===== src/hdl/rsc_defines.svh =====
// constants of the redundancy switchover control block
// Operation
// master picks secondary only if primary open, secondary closed
// active contacts follow the selected processor
// master decides from both watch inputs, forwards on chain
// slave ignores primary watch, follows secondary watch
// fault contact opens only in slave with line fault
// fault indicator lights on the same condition
// secondary-labelled indicator lights while primary active
// primary-labelled indicator lights while secondary active
// chain output level tells which processor is active
// primary active routes every channel to primary
// primary failure switches all channels to secondary automatically
// eight output contacts follow the active processor
// nine evacuation inputs routed to active processor
// two peripheral controller port sets follow active side
// telephone lines and record follow active processor
// each processor drives its watch input from bypass
// static role switch selects master or slave
// contact inputs synchronised and debounced before use
`ifndef RSC_DEFINES_SVH
`define RSC_DEFINES_SVH
`define RSC_CLK_MHZ 125
`define RSC_DEBOUNCE_US 5000
`define RSC_AW 4
`define RSC_DW 8
`define RSC_REG_STATE 4'h0
`define RSC_REG_STATUS 4'h4
`define RSC_REG_CLEAR 4'h8
`define RSC_REG_ENABLE 4'hc
`define RSC_ST_TO_SEC 0
`define RSC_ST_TO_PRI 1
`define RSC_ST_FAULT 2
`define RSC_EV_W 3
`define RSC_EV_RST 3'h0
`define RSC_EN_RST 3'h0
`define RSC_RD_ZERO 8'h00
`endif


===== src/hdl/rsc_pkg.sv =====
// types shared by the redundancy switchover control block
package rsc_pkg;
   typedef enum logic {
      RSC_SEL_PRIMARY,
      RSC_SEL_SECONDARY
   } rsc_sel_e;

   // debounced contact levels, 1 = contact closed
   typedef struct packed {
      logic primary_watch;
      logic secondary_watch;
      logic role_slave;
      logic line_short;
      logic line_open;
   } rsc_watch_s;

   typedef struct packed {
      logic fault;
      logic to_primary;
      logic to_secondary;
   } rsc_event_s;
endpackage : rsc_pkg


===== src/hdl/rsc_switchover.sv =====
// redundancy switchover control: decision, channel steering, registers
`timescale 1ns/1ps
`include "rsc_defines.svh"

module rsc_debounce #(
   parameter int STABLE_CYC = 16
) (
   input wire logic clk_i,
   input wire logic rst_i,
   input wire logic raw_i,
   output logic level_o
);
   localparam int CW = $clog2(STABLE_CYC + 1);
   logic sync_a;
   logic sync_b;
   logic [CW-1:0] cnt;

   always_ff @(posedge clk_i) begin
      if (rst_i) begin
         sync_a <= 1'b0;
         sync_b <= 1'b0;
      end else begin
         sync_a <= raw_i;
         sync_b <= sync_a;
      end
   end

   // level changes only after it has stood still long enough
   always_ff @(posedge clk_i) begin
      if (rst_i) begin
         cnt <= '0;
         level_o <= 1'b0;
      end else if (sync_b == level_o) begin
         cnt <= '0;
      end else if (cnt == CW'(STABLE_CYC - 1)) begin
         cnt <= '0;
         level_o <= sync_b;
      end else begin
         cnt <= cnt + CW'(1);
      end
   end
endmodule : rsc_debounce

module rsc_switchover import rsc_pkg::*; #(
   parameter int STABLE_CYC = `RSC_DEBOUNCE_US * `RSC_CLK_MHZ,
   parameter int N_OUT = 8,
   parameter int N_EVAC = 9,
   parameter int N_PERIPH = 2
) (
   input wire logic clk_i,
   input wire logic rst_i,
   input wire logic primary_watch_input_i,
   input wire logic secondary_watch_input_i,
   input wire logic role_slave_i,
   input wire logic secondary_line_short_i,
   input wire logic secondary_line_open_i,
   input wire logic [N_OUT-1:0] out_contact_pri_i,
   input wire logic [N_OUT-1:0] out_contact_sec_i,
   input wire logic [N_EVAC-1:0] evac_common_i,
   input wire logic [N_PERIPH-1:0] periph_port_rx_i,
   input wire logic [N_PERIPH-1:0] periph_port_pri_rx_i,
   input wire logic [N_PERIPH-1:0] periph_port_sec_rx_i,
   input wire logic [`RSC_AW-1:0] reg_addr_i,
   input wire logic [`RSC_DW-1:0] reg_wdata_i,
   input wire logic reg_wr_i,
   input wire logic reg_rd_i,
   output logic [`RSC_DW-1:0] reg_rdata_o,
   output logic irq_o,
   output logic primary_active_contact_o,
   output logic secondary_active_contact_o,
   output logic active_state_chain_out_o,
   output logic fault_contact_closed_o,
   output logic fault_led_o,
   output logic led_secondary_label_o,
   output logic led_primary_label_o,
   output logic [N_OUT-1:0] out_contact_o,
   output logic [N_EVAC-1:0] evac_to_pri_o,
   output logic [N_EVAC-1:0] evac_to_sec_o,
   output logic [N_PERIPH-1:0] periph_port_tx_o,
   output logic [N_PERIPH-1:0] periph_port_pri_tx_o,
   output logic [N_PERIPH-1:0] periph_port_sec_tx_o,
   output logic tel_route_secondary_o
);
   rsc_watch_s db;
   rsc_sel_e sel;
   rsc_sel_e next_sel;
   rsc_event_s ev;
   logic fault;
   logic next_fault;
   logic [`RSC_EV_W-1:0] status;
   logic [`RSC_EV_W-1:0] enable;
   logic [`RSC_EV_W-1:0] clr;

   // debounce the watch, role and line contacts
   rsc_debounce #(.STABLE_CYC(STABLE_CYC)) u_db_pri (
      .clk_i(clk_i), .rst_i(rst_i),
      .raw_i(primary_watch_input_i), .level_o(db.primary_watch));
   rsc_debounce #(.STABLE_CYC(STABLE_CYC)) u_db_sec (
      .clk_i(clk_i), .rst_i(rst_i),
      .raw_i(secondary_watch_input_i), .level_o(db.secondary_watch));
   rsc_debounce #(.STABLE_CYC(STABLE_CYC)) u_db_role (
      .clk_i(clk_i), .rst_i(rst_i),
      .raw_i(role_slave_i), .level_o(db.role_slave));
   rsc_debounce #(.STABLE_CYC(STABLE_CYC)) u_db_short (
      .clk_i(clk_i), .rst_i(rst_i),
      .raw_i(secondary_line_short_i), .level_o(db.line_short));
   rsc_debounce #(.STABLE_CYC(STABLE_CYC)) u_db_open (
      .clk_i(clk_i), .rst_i(rst_i),
      .raw_i(secondary_line_open_i), .level_o(db.line_open));

   always_comb begin
      // role switch picks decision source
      if (db.role_slave) begin
         // slave follows chained secondary watch
         next_sel = db.secondary_watch ? RSC_SEL_SECONDARY : RSC_SEL_PRIMARY;
      end else begin
         // master truth table
         next_sel = (!db.primary_watch && db.secondary_watch) ?
                    RSC_SEL_SECONDARY : RSC_SEL_PRIMARY;
      end
      // line fault counts only in slave role
      next_fault = db.role_slave && (db.line_short || db.line_open);
   end

   // primary after reset: it holds priority when nothing is known
   always_ff @(posedge clk_i) begin
      if (rst_i) begin
         sel <= RSC_SEL_PRIMARY;
         fault <= 1'b0;
      end else begin
         sel <= next_sel;
         fault <= next_fault;
      end
   end

   // status contacts and chain level
   always_ff @(posedge clk_i) begin
      if (rst_i) begin
         primary_active_contact_o <= 1'b1;
         secondary_active_contact_o <= 1'b0;
         active_state_chain_out_o <= 1'b0;
         led_secondary_label_o <= 1'b1;
         led_primary_label_o <= 1'b0;
      end else begin
         primary_active_contact_o <= (sel == RSC_SEL_PRIMARY);
         secondary_active_contact_o <= (sel == RSC_SEL_SECONDARY);
         active_state_chain_out_o <= (sel == RSC_SEL_SECONDARY);
         // indicator labels are swapped on purpose
         led_secondary_label_o <= (sel == RSC_SEL_PRIMARY);
         led_primary_label_o <= (sel == RSC_SEL_SECONDARY);
      end
   end

   // fault contact and indicator
   always_ff @(posedge clk_i) begin
      if (rst_i) begin
         fault_contact_closed_o <= 1'b1;
         fault_led_o <= 1'b0;
      end else begin
         fault_contact_closed_o <= !fault;
         fault_led_o <= fault;
      end
   end

   // channel steering
   // inactive side sees an open contact, never a stale copy
   always_ff @(posedge clk_i) begin
      if (rst_i) begin
         out_contact_o <= '0;
         evac_to_pri_o <= '0;
         evac_to_sec_o <= '0;
         periph_port_tx_o <= '0;
         periph_port_pri_tx_o <= '0;
         periph_port_sec_tx_o <= '0;
         tel_route_secondary_o <= 1'b0;
      end else if (sel == RSC_SEL_SECONDARY) begin
         out_contact_o <= out_contact_sec_i;
         evac_to_pri_o <= '0;
         evac_to_sec_o <= evac_common_i;
         periph_port_tx_o <= periph_port_sec_rx_i;
         periph_port_pri_tx_o <= '0;
         periph_port_sec_tx_o <= periph_port_rx_i;
         tel_route_secondary_o <= 1'b1;
      end else begin
         out_contact_o <= out_contact_pri_i;
         evac_to_pri_o <= evac_common_i;
         evac_to_sec_o <= '0;
         periph_port_tx_o <= periph_port_pri_rx_i;
         periph_port_pri_tx_o <= periph_port_rx_i;
         periph_port_sec_tx_o <= '0;
         tel_route_secondary_o <= 1'b0;
      end
   end

   assign ev.to_secondary = (sel == RSC_SEL_PRIMARY) && (next_sel == RSC_SEL_SECONDARY);
   assign ev.to_primary = (sel == RSC_SEL_SECONDARY) && (next_sel == RSC_SEL_PRIMARY);
   assign ev.fault = !fault && next_fault;
   assign clr = (reg_wr_i && reg_addr_i == `RSC_REG_CLEAR) ?
                reg_wdata_i[`RSC_EV_W-1:0] : `RSC_EV_RST;

   // sticky events; a set in the clearing cycle survives
   always_ff @(posedge clk_i) begin
      if (rst_i) begin
         status <= `RSC_EV_RST;
      end else begin
         status <= (status & ~clr) | ev;
      end
   end

   always_ff @(posedge clk_i) begin
      if (rst_i) begin
         enable <= `RSC_EN_RST;
      end else if (reg_wr_i && reg_addr_i == `RSC_REG_ENABLE) begin
         enable <= reg_wdata_i[`RSC_EV_W-1:0];
      end
   end

   always_ff @(posedge clk_i) begin
      if (rst_i) begin
         irq_o <= 1'b0;
      end else begin
         irq_o <= |(((status & ~clr) | ev) & enable);
      end
   end

   always_ff @(posedge clk_i) begin
      if (rst_i || !reg_rd_i) begin
         reg_rdata_o <= `RSC_RD_ZERO;
      end else begin
         case (reg_addr_i)
            `RSC_REG_STATE: reg_rdata_o <= {1'b0, db, fault, sel};
            `RSC_REG_STATUS: reg_rdata_o <= {{(`RSC_DW-`RSC_EV_W){1'b0}}, status};
            `RSC_REG_ENABLE: reg_rdata_o <= {{(`RSC_DW-`RSC_EV_W){1'b0}}, enable};
            default: reg_rdata_o <= `RSC_RD_ZERO;
         endcase
      end
   end
endmodule : rsc_switchover


===== config.mk =====
export PLATFORM = sky130hd
export DESIGN_NAME = rsc_switchover
export DESIGN_NICKNAME = d
export VERILOG_FILES = /design/src/hdl/rsc_pkg.sv /design/src/hdl/rsc_switchover.sv
export VERILOG_INCLUDE_DIRS = /design/src /design/src/hdl
export SDC_FILE = /design/constraint.sdc
export NUM_CORES = 1
export LEC_CHECK = 0
export BUFFER_PORTS_ARGS = -buffer_cell sky130_fd_sc_hd__clkbuf_2
export CAP_MARGIN = 20
export CORE_MARGIN = 2
export CORE_UTILIZATION = 41
export DETAILED_ROUTE_END_ITERATION = 10
export GPL_TIMING_DRIVEN = 0
export PLACE_DENSITY = 0.72
export SETUP_SLACK_MARGIN = 0.02
export SYNTH_ARGS = -nofsm -noshare
export SYNTH_HDL_FRONTEND = slang
export SYNTH_SLANG_ARGS = --single-unit

===== constraint.sdc =====
create_clock -name clk_i -period 2.2 [get_ports clk_i]
set_input_delay 0.22 -clock clk_i [delete_from_list [all_inputs] [get_ports clk_i]]
set_output_delay 0.22 -clock clk_i [all_outputs]
set_load 0.1 [all_outputs]

Word-level counts from Yosys, hierarchy flattened
Index checks and enable logic that the tools add are counted.

word-level totals
  register bits after elaboration = 169
  bits of input ports = 52
  output and inout port bits = 49
  logic and storage cells = 100

operators by class
  $add $sub $neg = 5
  eq/ne operators = 13
  muxes and demuxes = 8
  bitwise gates (word level) = 11
  reduce and logical (&&, ||, !) cells = 26

operators by type and width
  kind                                            count
  adder 20 x 1 -> 20 bit (second input constant)  5
  == test 20 bit (second input constant)          5
  case mux 7 bit (3 select lines)                 1
  OR reduction 3 bit                              6
  AND reduction 2 bit                             5
  == test 4 bit (second input constant)           2
  2-to-1 mux 8 bit                                1
  logical AND 1 bit                               7
  NOT 1 bit                                       7
  AND 3 bit                                       2
  == test 1 bit                                   5
  == test 4 x 3 -> 1 bit (second input constant)  1
  zero test 4 bit                                 1
  2-to-1 mux 1 bit                                4
  OR reduction 2 bit                              2
  zero test 1 bit                                 3
  2-to-1 mux 3 bit                                1
  NOT 3 bit                                       1
  OR 3 bit                                        1
  logical OR 1 bit                                2
  2-to-1 mux 2 bit                                1

Depth between registers and ports, before layout
Gate-level depths: netlist of run 1.

  depth in word-level cells = 9
  gate-level depth with buffers = 7
  depth with buffers taken out = 5

By module
Synthesis of run 1 repeated with hierarchy kept, for this count alone.

second synthesis, totals
  cell total of the unflattened synthesis = 739
  area total of the unflattened synthesis = 6824.0 µm²

by module, submodules not included
  module          times used  cells an instance  area each (µm²)  seq. area each (µm²)
  rsc_debounce    5           115                1018.5           460.4
  rsc_switchover  1           164                1731.7           1041.0

Worst setup path before layout of run 1
Ideal clock, no wire load.

  path kind = register to register
  from = register u_db_pri.cnt[13]
  to = register u_db_pri.cnt[12]
  library setup time = 115 ps
  arrival = 1807 ps
  data required time = 2085 ps
  path slack = 278 ps
  cell stages (with the launch flop) = 6
  buffers on the path = 1
  clock period less this slack = 1922 ps
  cells stage by stage = dfxtp_1 > or4b_1 > or4_4 > o21ai_4 > buf_4 > nor2_1

on the way
  longest elaborated chain between the ends = 2

ends and longest elaborated chain
  what                          RTL line              source
  start: declaration            rsc_switchover.sv:16  logic [CW-1:0] cnt;
  start signal: assignment      rsc_switchover.sv:39  cnt <= cnt + CW'(1);
  == test 20 bit                rsc_switchover.sv:35  end else if (cnt == CW'(STABLE_CYC - 1)) begin
  OR reduction 3 bit (no line)  --

No other way between the ends.
A chain may end at the register's enable or synchronous reset.

Worst setup path after layout of run 1
  from = register u_db_pri.cnt[13]
  to = register u_db_pri.cnt[8]

Same word-level chain as after synthesis.

==> impl_metrics.toml, run 1 <==
[clocking]
cts_max_path_buffers = 2
path_clk_slew_ns = 0.06
cts_root_buf = "clkbuf_16"
numCtsBuffers = 17
postCtsSetupBuffers = 0
cts.sinks = 167
clk_latency_ns = 0.42
htreeDepth = 4
cts_tree = "yes"

[sta]
whs_ns = 0.0123
finClkSkew_ns = 0.0107
finalSetupViolCount = 0
period_needed_ns = 2.11
fin_ws_ns = 0.0925
finalSetupTns_ns = 0
period_share = 0.958
tightest_slew_ns = 0.733
maxSlewViolCount = 0
fmax_mhz = 474
hold_viol = 0
max_slew_margin = 0.511
rsz0062_at_grt = "true"

[synthesis]
synth_compound_area_frac = 0.0624
synth.avg_cell_area_um2 = 9.04
synth_fa_ha_area_frac = 0.00912
ys_seq_area_frac = 0.487
synthesis.nets = 816
synthCells = 759
synthMuxAreaShare = 0.0335
synth_top_family_by_area = "simple AND/OR/NAND/NOR gates"
yosys_warnings = 0
synth_seq_cells = 167
synth-xor-area-share = 0.0893
synthSimpleGateAreaFrac = 0.280
synth.distinct_cells = 53
syn_area_um2 = 6860

[drt]
via_per_inst = 5.00
antenna_left = 0
totalWireLength_um = 14400
drc = 0
vias = 5525
wire_per_inst_um = 13.1
drt_pass1_iterations = 5
drtIter0Drc = 316

[worst_hold_path]
hp-class = "in -> reg"

[floorplanning]
start_util = 0.417
core_um2 = 16500
chipHeight_um = 133
dieArea_um2 = 17800
die_w_um = 133
fp-row-count = 47
io_pins = 101

[cells_and_area]
utilization = 0.501
fill_cells = 1573
diodes = 0
layout.nets = 929
area_growth_pct = 20.3
drive_gt1_frac = 0.172

[global_routing]
grt_pass1_vias = 5140
use_met3 = 0.0468
grt_pass1_wl_um = 23900
antenna_found_initial = 1
use_met2 = 0.282
grt-busiest-layer = "met2"
grt_start_max_net_pins = 17
grt-ovfl-total = 0
track_usage = 0.165
grt_use_met1 = 0.205

[critical_path]
crit_path_max_incr_delay_ns = 0.54
crit_path_start_kind = "register"
crit_slowest_cell = "or4b_1"
arrival_ns = 2.42
worst-path-max-fanout = 10
path_class = "reg -> reg"
end_kind = "register"
crit_chain = "or4b_1 -> or4_4 -> o21ai_4 -> buf_4 -> nor2_1"
cp_data_required_time_ns = 2.51

[pwr]
powerDensity_nw_per_um2 = 757
p_int_mw = 4.86
finalPower_mw = 6.25
p_switching_mw = 1.39
power_leakage_nw = 2.72
p_clk_frac = 0.458
irDropWorstVdd_uv = 536
switching_share = 0.223
p_comb_frac = 0.051
seq_power_share = 0.491

[place]
pre_cts_ws_ns = -0.0491
place_congestion = 0.798
io_buffers = 91
hpwl_um = 10300

[run]
drv_cap = 0

[status]
run_status = "finished, final reports clean"
per-stage QoR:
stage               area [µm²]  cells
global route              8250   1105
CTS                       8230   1105
global placement          7590   1070
detailed placement        7590   1070
finish                    8250   1105
floorplan                 6860    759
registers in the layout, indices dropped and copies added (netlist names), 2 cells and up:
signal                flops
u_db_open.cnt            20
u_db_pri.cnt             20
u_db_role.cnt            20
u_db_sec.cnt             20
u_db_short.cnt           20
evac_to_pri_o             9
evac_to_sec_o             9
out_contact_o             8
reg_rdata_o               7
enable                    3
status                    3
periph_port_pri_tx_o      2
periph_port_sec_tx_o      2
periph_port_tx_o          2
what timing repair did:
| action | in CTS | in global routing |
|---|---|---|
| pin swaps | 0 | 1 |
| setup endpoints to repair | 33 | 49 |
| gates resized for setup | 5 | 10 |
| hold buffers | 4 | 0 |
| endpoints found under the hold margin | 6 | 0 |
metal layers:
| layer | wire length [µm] | up-vias | part of all wire |
|---|---|---|---|
| met3 | 519 | 10 | 0.036 |
| met2 | 7060 | 79 | 0.49 |
| met5 | 0 | - | 0 |
| li1 | - | 2848 | - |
| met1 | 6710 | 2588 | 0.47 |
| met4 | 140 | 0 | 0.0097 |
cells in the mapped netlist (all sizes together):
cell	n	share of area
dfxtp	167	0.49
nor4b	5	0.0064
a21o	1	0.0011
nor3b	3	0.0033
clkbuf	21	0.012
ha	5	0.0091
and2	26	0.024
nand3	32	0.023
xor2	13	0.017
nand3b	2	0.0022
or4b	4	0.0058
a211oi	2	0.0022
nor4	26	0.024
and4b	1	0.0015
a21bo	1	0.0015
a311oi	1	0.0013
nand2	26	0.014
conb	1	0.00055
or4bb	1	0.0016
a211o	1	0.0013
and3	4	0.0036
and3b	1	0.0013
and4	3	0.0038
a22oi	1	0.0011
or2	5	0.0046
mux2i	23	0.034
a21oi	23	0.017
nor3	25	0.018
inv	31	0.017
or4	12	0.014
a31oi	7	0.0064
o2111a	1	0.0016
nor2	122	0.067
xnor2	57	0.073
o21ai	18	0.015
nand2b	8	0.0073
o41ai	3	0.0038
or3	11	0.010
or3b	1	0.0013
nand4	30	0.030
buf	11	0.0097
nor4bb	2	0.0029
o31ai	9	0.011
nor2b	12	0.011
cell families (layout without fill, tap and decap cells):
kind of cell	count (synthesis)	count (layout)
buffers and inverters	63	189
AND/OR/NAND/NOR	362	362
XOR/XNOR	70	70
multiplexers	23	23
AO/OA/AOI/OAI	68	68
other	1	1
adder cells (fa/ha/maj)	5	5
flip-flops	167	167
power by group through the flow:
stage	clock [mW]	sequential [mW]	combinational, mW
after detailed placement	0	3.14	0.312
after floorplan	0	3.28	0.0782
final	2.87	3.07	0.318
after global placement	0	3.13	0.310
after global routing	3.06	3.07	0.336
after CTS	2.93	3.07	0.319
worst max-delay path: cells and delay by family, from the launching register on:
family          cells  cell delay [ns]
buf+inv             1             0.23
simple gates        3             1.13
compound gates      1             0.29
flops               1             0.35
placed cells by master, fill, tap and decap left out, types with 15 or more instances in the layout:
cell type / n
nand4_1: 29
nor3_1: 25
nand3_1: 31
o21ai_0: 15
dfxtp_1: 167
nor2_1: 122
clkbuf_16: 17
inv_1: 31
a21oi_1: 23
mux2i_1: 23
clkbuf_2: 95
xnor2_1: 57
and2_1: 26
nand2_1: 26
nor4_1: 23
clkbuf_1: 21
path summary, 6_finish.rpt:
| path | slack (ns) | depth (start not counted) | start | end |
|---|---|---|---|---|
| max | 0.09 | 5 | u_db_pri.cnt[13] | u_db_pri.cnt[8] |
| min | 0.01 | 2 | evac_common_i[2] | evac_to_pri_o[2] |
| max reg2reg | 0.09 | 5 | u_db_pri.cnt[13] | u_db_pri.cnt[8] |
| min reg2reg | 0.44 | 1 | u_db_sec.sync_a | u_db_sec.sync_b |
final cells by class:
class	count	area [µm²]	share of cell area
multi-input cells	529	3310	0.401
clock buffers	24	472	0.0571
plain buffers	31	146	0.0177
inverters	31	116	0.0141
clock inverters	8	97.6	0.0118
repair buffers	95	495	0.0600
well taps	220	275	0.0333
flip-flops and latches	167	3340	0.405
No activity file was read; power rests on OpenSTA's default activity.
==> run 2, diff against run 1 <==
- CAP_MARGIN: 20 -> default
- CELL_PAD_IN_SITES_DETAIL_PLACEMENT: default -> 1
- CELL_PAD_IN_SITES_GLOBAL_PLACEMENT: default -> 2
- CORE_UTILIZATION: 41 -> 35
- CTS_CLUSTER_SIZE: default -> 16
- PLACE_DENSITY: 0.72 -> 0.91
==> run 2 against run 1 <==
  * Register-to-register slack better by 0.04 ns
  * Count of clock-buffer cells in the layout is 4 lower
  * Sequential cell count stayed put
  * Non-clock buffer count is 9 higher
  * Critical path depth stayed put
  * Worst hold slack better by 0.012 ns
  * Critical endpoint is now u_db_role.cnt[18]
==> impl_metrics.toml, run 2 (synthesized netlist as in run 1, its figures left out) <==
[drt]
drc = 0
via_per_inst = 4.94
drtIter0Drc = 213
drt_pass1_iterations = 4
antenna_left = 0
wire_per_inst_um = 15.4
vias = 5739
totalWireLength_um = 17800

[sta]
hold_viol = 0
period_share = 0.940
finalSetupViolCount = 0
maxSlewViolCount = 0
whs_ns = 0.0248
tightest_slew_ns = 0.714
finalSetupTns_ns = 0
max_slew_margin = 0.520
rsz0062_at_grt = "true"
finClkSkew_ns = 0.00701
period_needed_ns = 2.07
fmax_mhz = 483

[clocking]
path_clk_slew_ns = 0.06
clk_latency_ns = 0.43
cts_max_path_buffers = 2
cts_tree = "yes"
cts_root_buf = "clkbuf_16"
cts.sinks = 167
numCtsBuffers = 17
htreeDepth = 4

[place]
hpwl_um = 12600
placed_cell_area_um2 = 7650
dp.cells = 1115
place_congestion = 0.762
io_buffers = 91

[cells_and_area]
layout.nets = 938
final_cells = 1161
area_growth_pct = 23.0
most-common-layout-cells = "dfxtp_1 (167), nor2_1 (122), clkbuf_2 (95), xnor2_1 (57)"
final_cell_area_um2 = 8440
drive_gt1_frac = 0.181
final_common_cell = "dfxtp_1"

[status]
run_status = "finished, final reports clean"

[pwr]
power_leakage_nw = 2.78
irDropWorstVdd_uv = 519
powerDensity_nw_per_um2 = 767

[global_routing]
grt_pass1_vias = 5787
grt_pass1_wl_um = 29000
track_usage = 0.179
grt-ovfl-total = 0
grt_start_max_net_pins = 17
antenna_found_initial = 0

[floorplanning]
io_pins = 101
fp-row-count = 51
die_w_um = 144
core_um2 = 19300
chipHeight_um = 144
dieArea_um2 = 20700
start_util = 0.355

[critical_path]
cp_data_required_time_ns = 2.52
crit_slowest_cell = "nor4_1"
crit_path_max_incr_delay_ns = 0.64
worst-path-max-fanout = 6
crit_family = "simple AND/OR/NAND/NOR gates"
crit_chain = "ha_1 -> nand4_1 -> nor4_1 -> mux2i_1 -> nor2_1"
path_class = "reg -> reg"
end_kind = "register"
crit_buf_inv = 0
crit_path_start_kind = "register"
arrival_ns = 2.39

[run]
drv_cap = 0

[worst_hold_path]
hp-class = "in -> reg"
==> run 2: cell types whose count changed in the layout (fill, tap and decap cells not counted), sizes merged <==
cell,delta
buf,+5
diode,+2
clkbuf,-5
inv,+1
dlygate4sd3,+5
clkinv,+2
bufinv,+1
==> run 2: cell type report <==
class,count,area (µm²)
Antenna cell,2,5.00
Tap cell,265,332
Timing Repair Buffer,105,583
Fill cell,2307,10900
Clock inverter,12,150
Inverter,31,116
Clock buffer,20,457
Multi-Input combinational cell,529,3310
Sequential cell,167,3340
Buffer,30,143
==> run 2: layer usage <==
layer	global-route usage	routed length, µm	part of all wire	vias to the layer above
met4	0.0666	295	0.017	0
met5	0	0	0	-
li1	-	-	-	2868
met3	0.0421	452	0.025	19
met2	0.304	9020	0.51	52
met1	0.221	8070	0.45	2800
==> run 2: power breakdown <==
part	switching (mW)	internal [mW]	total (mW)
registers	0.0124	3.06	3.07
clock network	1.23	1.84	3.07
logic	0.250	0.0871	0.337
==> run 2: final timing paths <==
path                                        from                 to  slack [ns]  depth (start not counted)
worst max-delay path            u_db_role.cnt[0]  u_db_role.cnt[18]        0.13                          5
worst max register to register  u_db_role.cnt[0]  u_db_role.cnt[18]        0.13                          5
worst min-delay path            evac_common_i[8]   evac_to_pri_o[8]        0.02                          2
worst min register to register   u_db_pri.sync_a    u_db_pri.sync_b        0.44                          1
==> run 2: through the flow <==
step	util	total power, mW	worst slack, ns
final	0.437	6.47	0.131
after global routing	0.436	6.69	0.0232
after CTS	0.432	6.55	0.0222
after detailed placement	0.396	3.46	-0.136
after global placement	0.396	3.45	-0.106
after floorplan	-	3.36	0.278
==> run 2: what timing repair did <==
| action | in CTS | in global routing |
|---|---|---|
| endpoints found under the setup margin | 40 | 57 |
| resized for setup | 4 | 12 |
| buffers inserted | 0 | 5 |
| hold endpoints to repair | 12 | 0 |
| pin swaps | 0 | 2 |
| gates cloned | 0 | 0 |
| hold buffers | 9 | 0 |
==> run 3, diff against run 2 <==
- SETUP_SLACK_MARGIN: 0.02 -> 0.3
==> run 3 against run 2 <==
  * Clock power down 6%
  * Design area is 4.2% higher
  * Maximum frequency up 8.3%
  * Sequential share of layout area decreased by 1.1 points
  * Clock skew increased by 0.0031 ns
  * Non-clock buffer count up 15
  * Power fell by 2.9%
  * Critical path depth is the same
  * Critical endpoint is now u_db_pri.cnt[16]
==> impl_metrics.toml, run 3 (synthesized netlist as in run 1, its figures left out) <==
[drt]
drt_pass1_iterations = 5
vias = 5853
via_per_inst = 4.98
antenna_left = 0
wire_per_inst_um = 15.5
totalWireLength_um = 18200
drc = 0
drtIter0Drc = 152

[global_routing]
grt_pass1_vias = 5828
grt_pass1_wl_um = 28700
track_usage = 0.175
antenna_found_initial = 2
grt-ovfl-total = 0
grt_start_max_net_pins = 17

[pwr]
irDropWorstVdd_uv = 630
seq_power_share = 0.488
finalPower_mw = 6.28
p_comb_frac = 0.054
p_int_mw = 4.80
power_leakage_nw = 2.92
switching_share = 0.237
p_switching_mw = 1.49
powerDensity_nw_per_um2 = 715
p_clk_frac = 0.458

[sta]
finalSetupViolCount = 0
rsz0062_at_grt = "true"
finClkSkew_ns = 0.0101
maxSlewViolCount = 0
fmax_mhz = 524
hold_viol = 0
max_slew_margin = 0.335
period_share = 0.868
tightest_slew_ns = 0.996
period_needed_ns = 1.91

[clocking]
cts.sinks = 167
cts_root_buf = "clkbuf_16"
cts_tree = "yes"
cts_max_path_buffers = 2
path_clk_slew_ns = 0.06
htreeDepth = 4
numCtsBuffers = 17
clk_latency_ns = 0.42

[cells_and_area]
area_growth_pct = 28.1
drive_gt1_frac = 0.264
final_cell_area_um2 = 8790
final_common_cell = "dfxtp_1"
layout.nets = 953
fill_cells = 2255
final_cells = 1175
multi_input_area_um2 = 3510
most-common-layout-cells = "dfxtp_1 (141), nor2_1 (111), clkbuf_2 (93), xnor2_1 (57), inv_1 (31)"
register_area_um2 = 3390

[floorplanning]
fp-row-count = 51
core_um2 = 19300
die_w_um = 144
chipHeight_um = 144
start_util = 0.355
io_pins = 101
dieArea_um2 = 20700

[critical_path]
worst-path-max-fanout = 5
arrival_ns = 2.22
path_class = "reg -> reg"
end_kind = "register"
cp_data_required_time_ns = 2.51
crit_path_start_kind = "register"

[worst_hold_path]
hp-class = "in -> reg"

[place]
hpwl_um = 12500
place_congestion = 0.755
placed_cell_area_um2 = 7650
io_buffers = 91
dp.cells = 1115

[run]
drv_cap = 0

[status]
run_status = "finished, final reports clean"
-- run 3: worst max-delay path, cell delays in order (launching register included) --
cell	delay, ns
dfxtp_2	0.32
or4b_1	0.52
or4_4	0.46
o21ai_4	0.26
buf_6	0.18
nor2_2	0.05
-- run 3: per-layer routing --
layer	track usage	up-vias	routed length (µm)
met1	0.215	2867	8140
met4	0.0537	0	301
met3	0.0417	20	511
met5	0	-	0
li1	-	2904	-
met2	0.306	62	9300
-- run 3: area by class of cell --
cell class	count	share of cell area
Inverter	31	0.0132
Clock buffer	18	0.0488
Timing Repair Buffer	118	0.0778
Antenna cell	1	0.000285
Clock inverter	14	0.0154
Tap cell	265	0.0377
Buffer	32	0.0226
Multi-Input combinational cell	529	0.399
Sequential cell	167	0.385
-- run 3: path summary, 6_finish.rpt --
kind,start,endpoint,slack [ns],cells after the start
worst max-delay path,u_db_pri.cnt[12],u_db_pri.cnt[16],0.29,5
worst min-delay path,evac_common_i[5],evac_to_pri_o[5],0.02,2
worst max register to register,u_db_pri.cnt[12],u_db_pri.cnt[16],0.29,5
worst min register to register,u_db_pri.sync_a,u_db_pri.sync_b,0.45,1
-- run 3: what timing repair did --
item | CTS | global route
pin swaps | 10 | 20
buffers inserted | 8 | 12
gates resized for setup | 55 | 59
hold endpoints to repair | 7 | 0
hold buffers | 6 | 0
setup endpoints to repair | 78 | 65
cloned | 0 | 1
-- run 3: power by group through the flow --
stage,combinational [mW],sequential [mW],clock (mW)
global placement,0.316,3.13,0
global route,0.361,3.07,3.07
finish,0.342,3.07,2.88
floorplan,0.0782,3.28,0
detailed placement,0.322,3.14,0
CTS,0.339,3.07,2.94
-- run 3: stage by stage --
| step | utilization | hold slack [ns] | setup WS, ns | setup TNS [ns] |
|---|---|---|---|---|
| CTS | 0.441 | 0.000693 | 0.285 | 0 |
| finish | 0.455 | 0.0166 | 0.290 | 0 |
| global route | 0.455 | 0.0143 | 0.214 | 0 |
| floorplan | - | 0.342 | 0.304 | 0 |
| detailed placement | 0.396 | 0.429 | -0.213 | -3.52 |
| global placement | 0.396 | 0.418 | -0.150 | -2.78 |
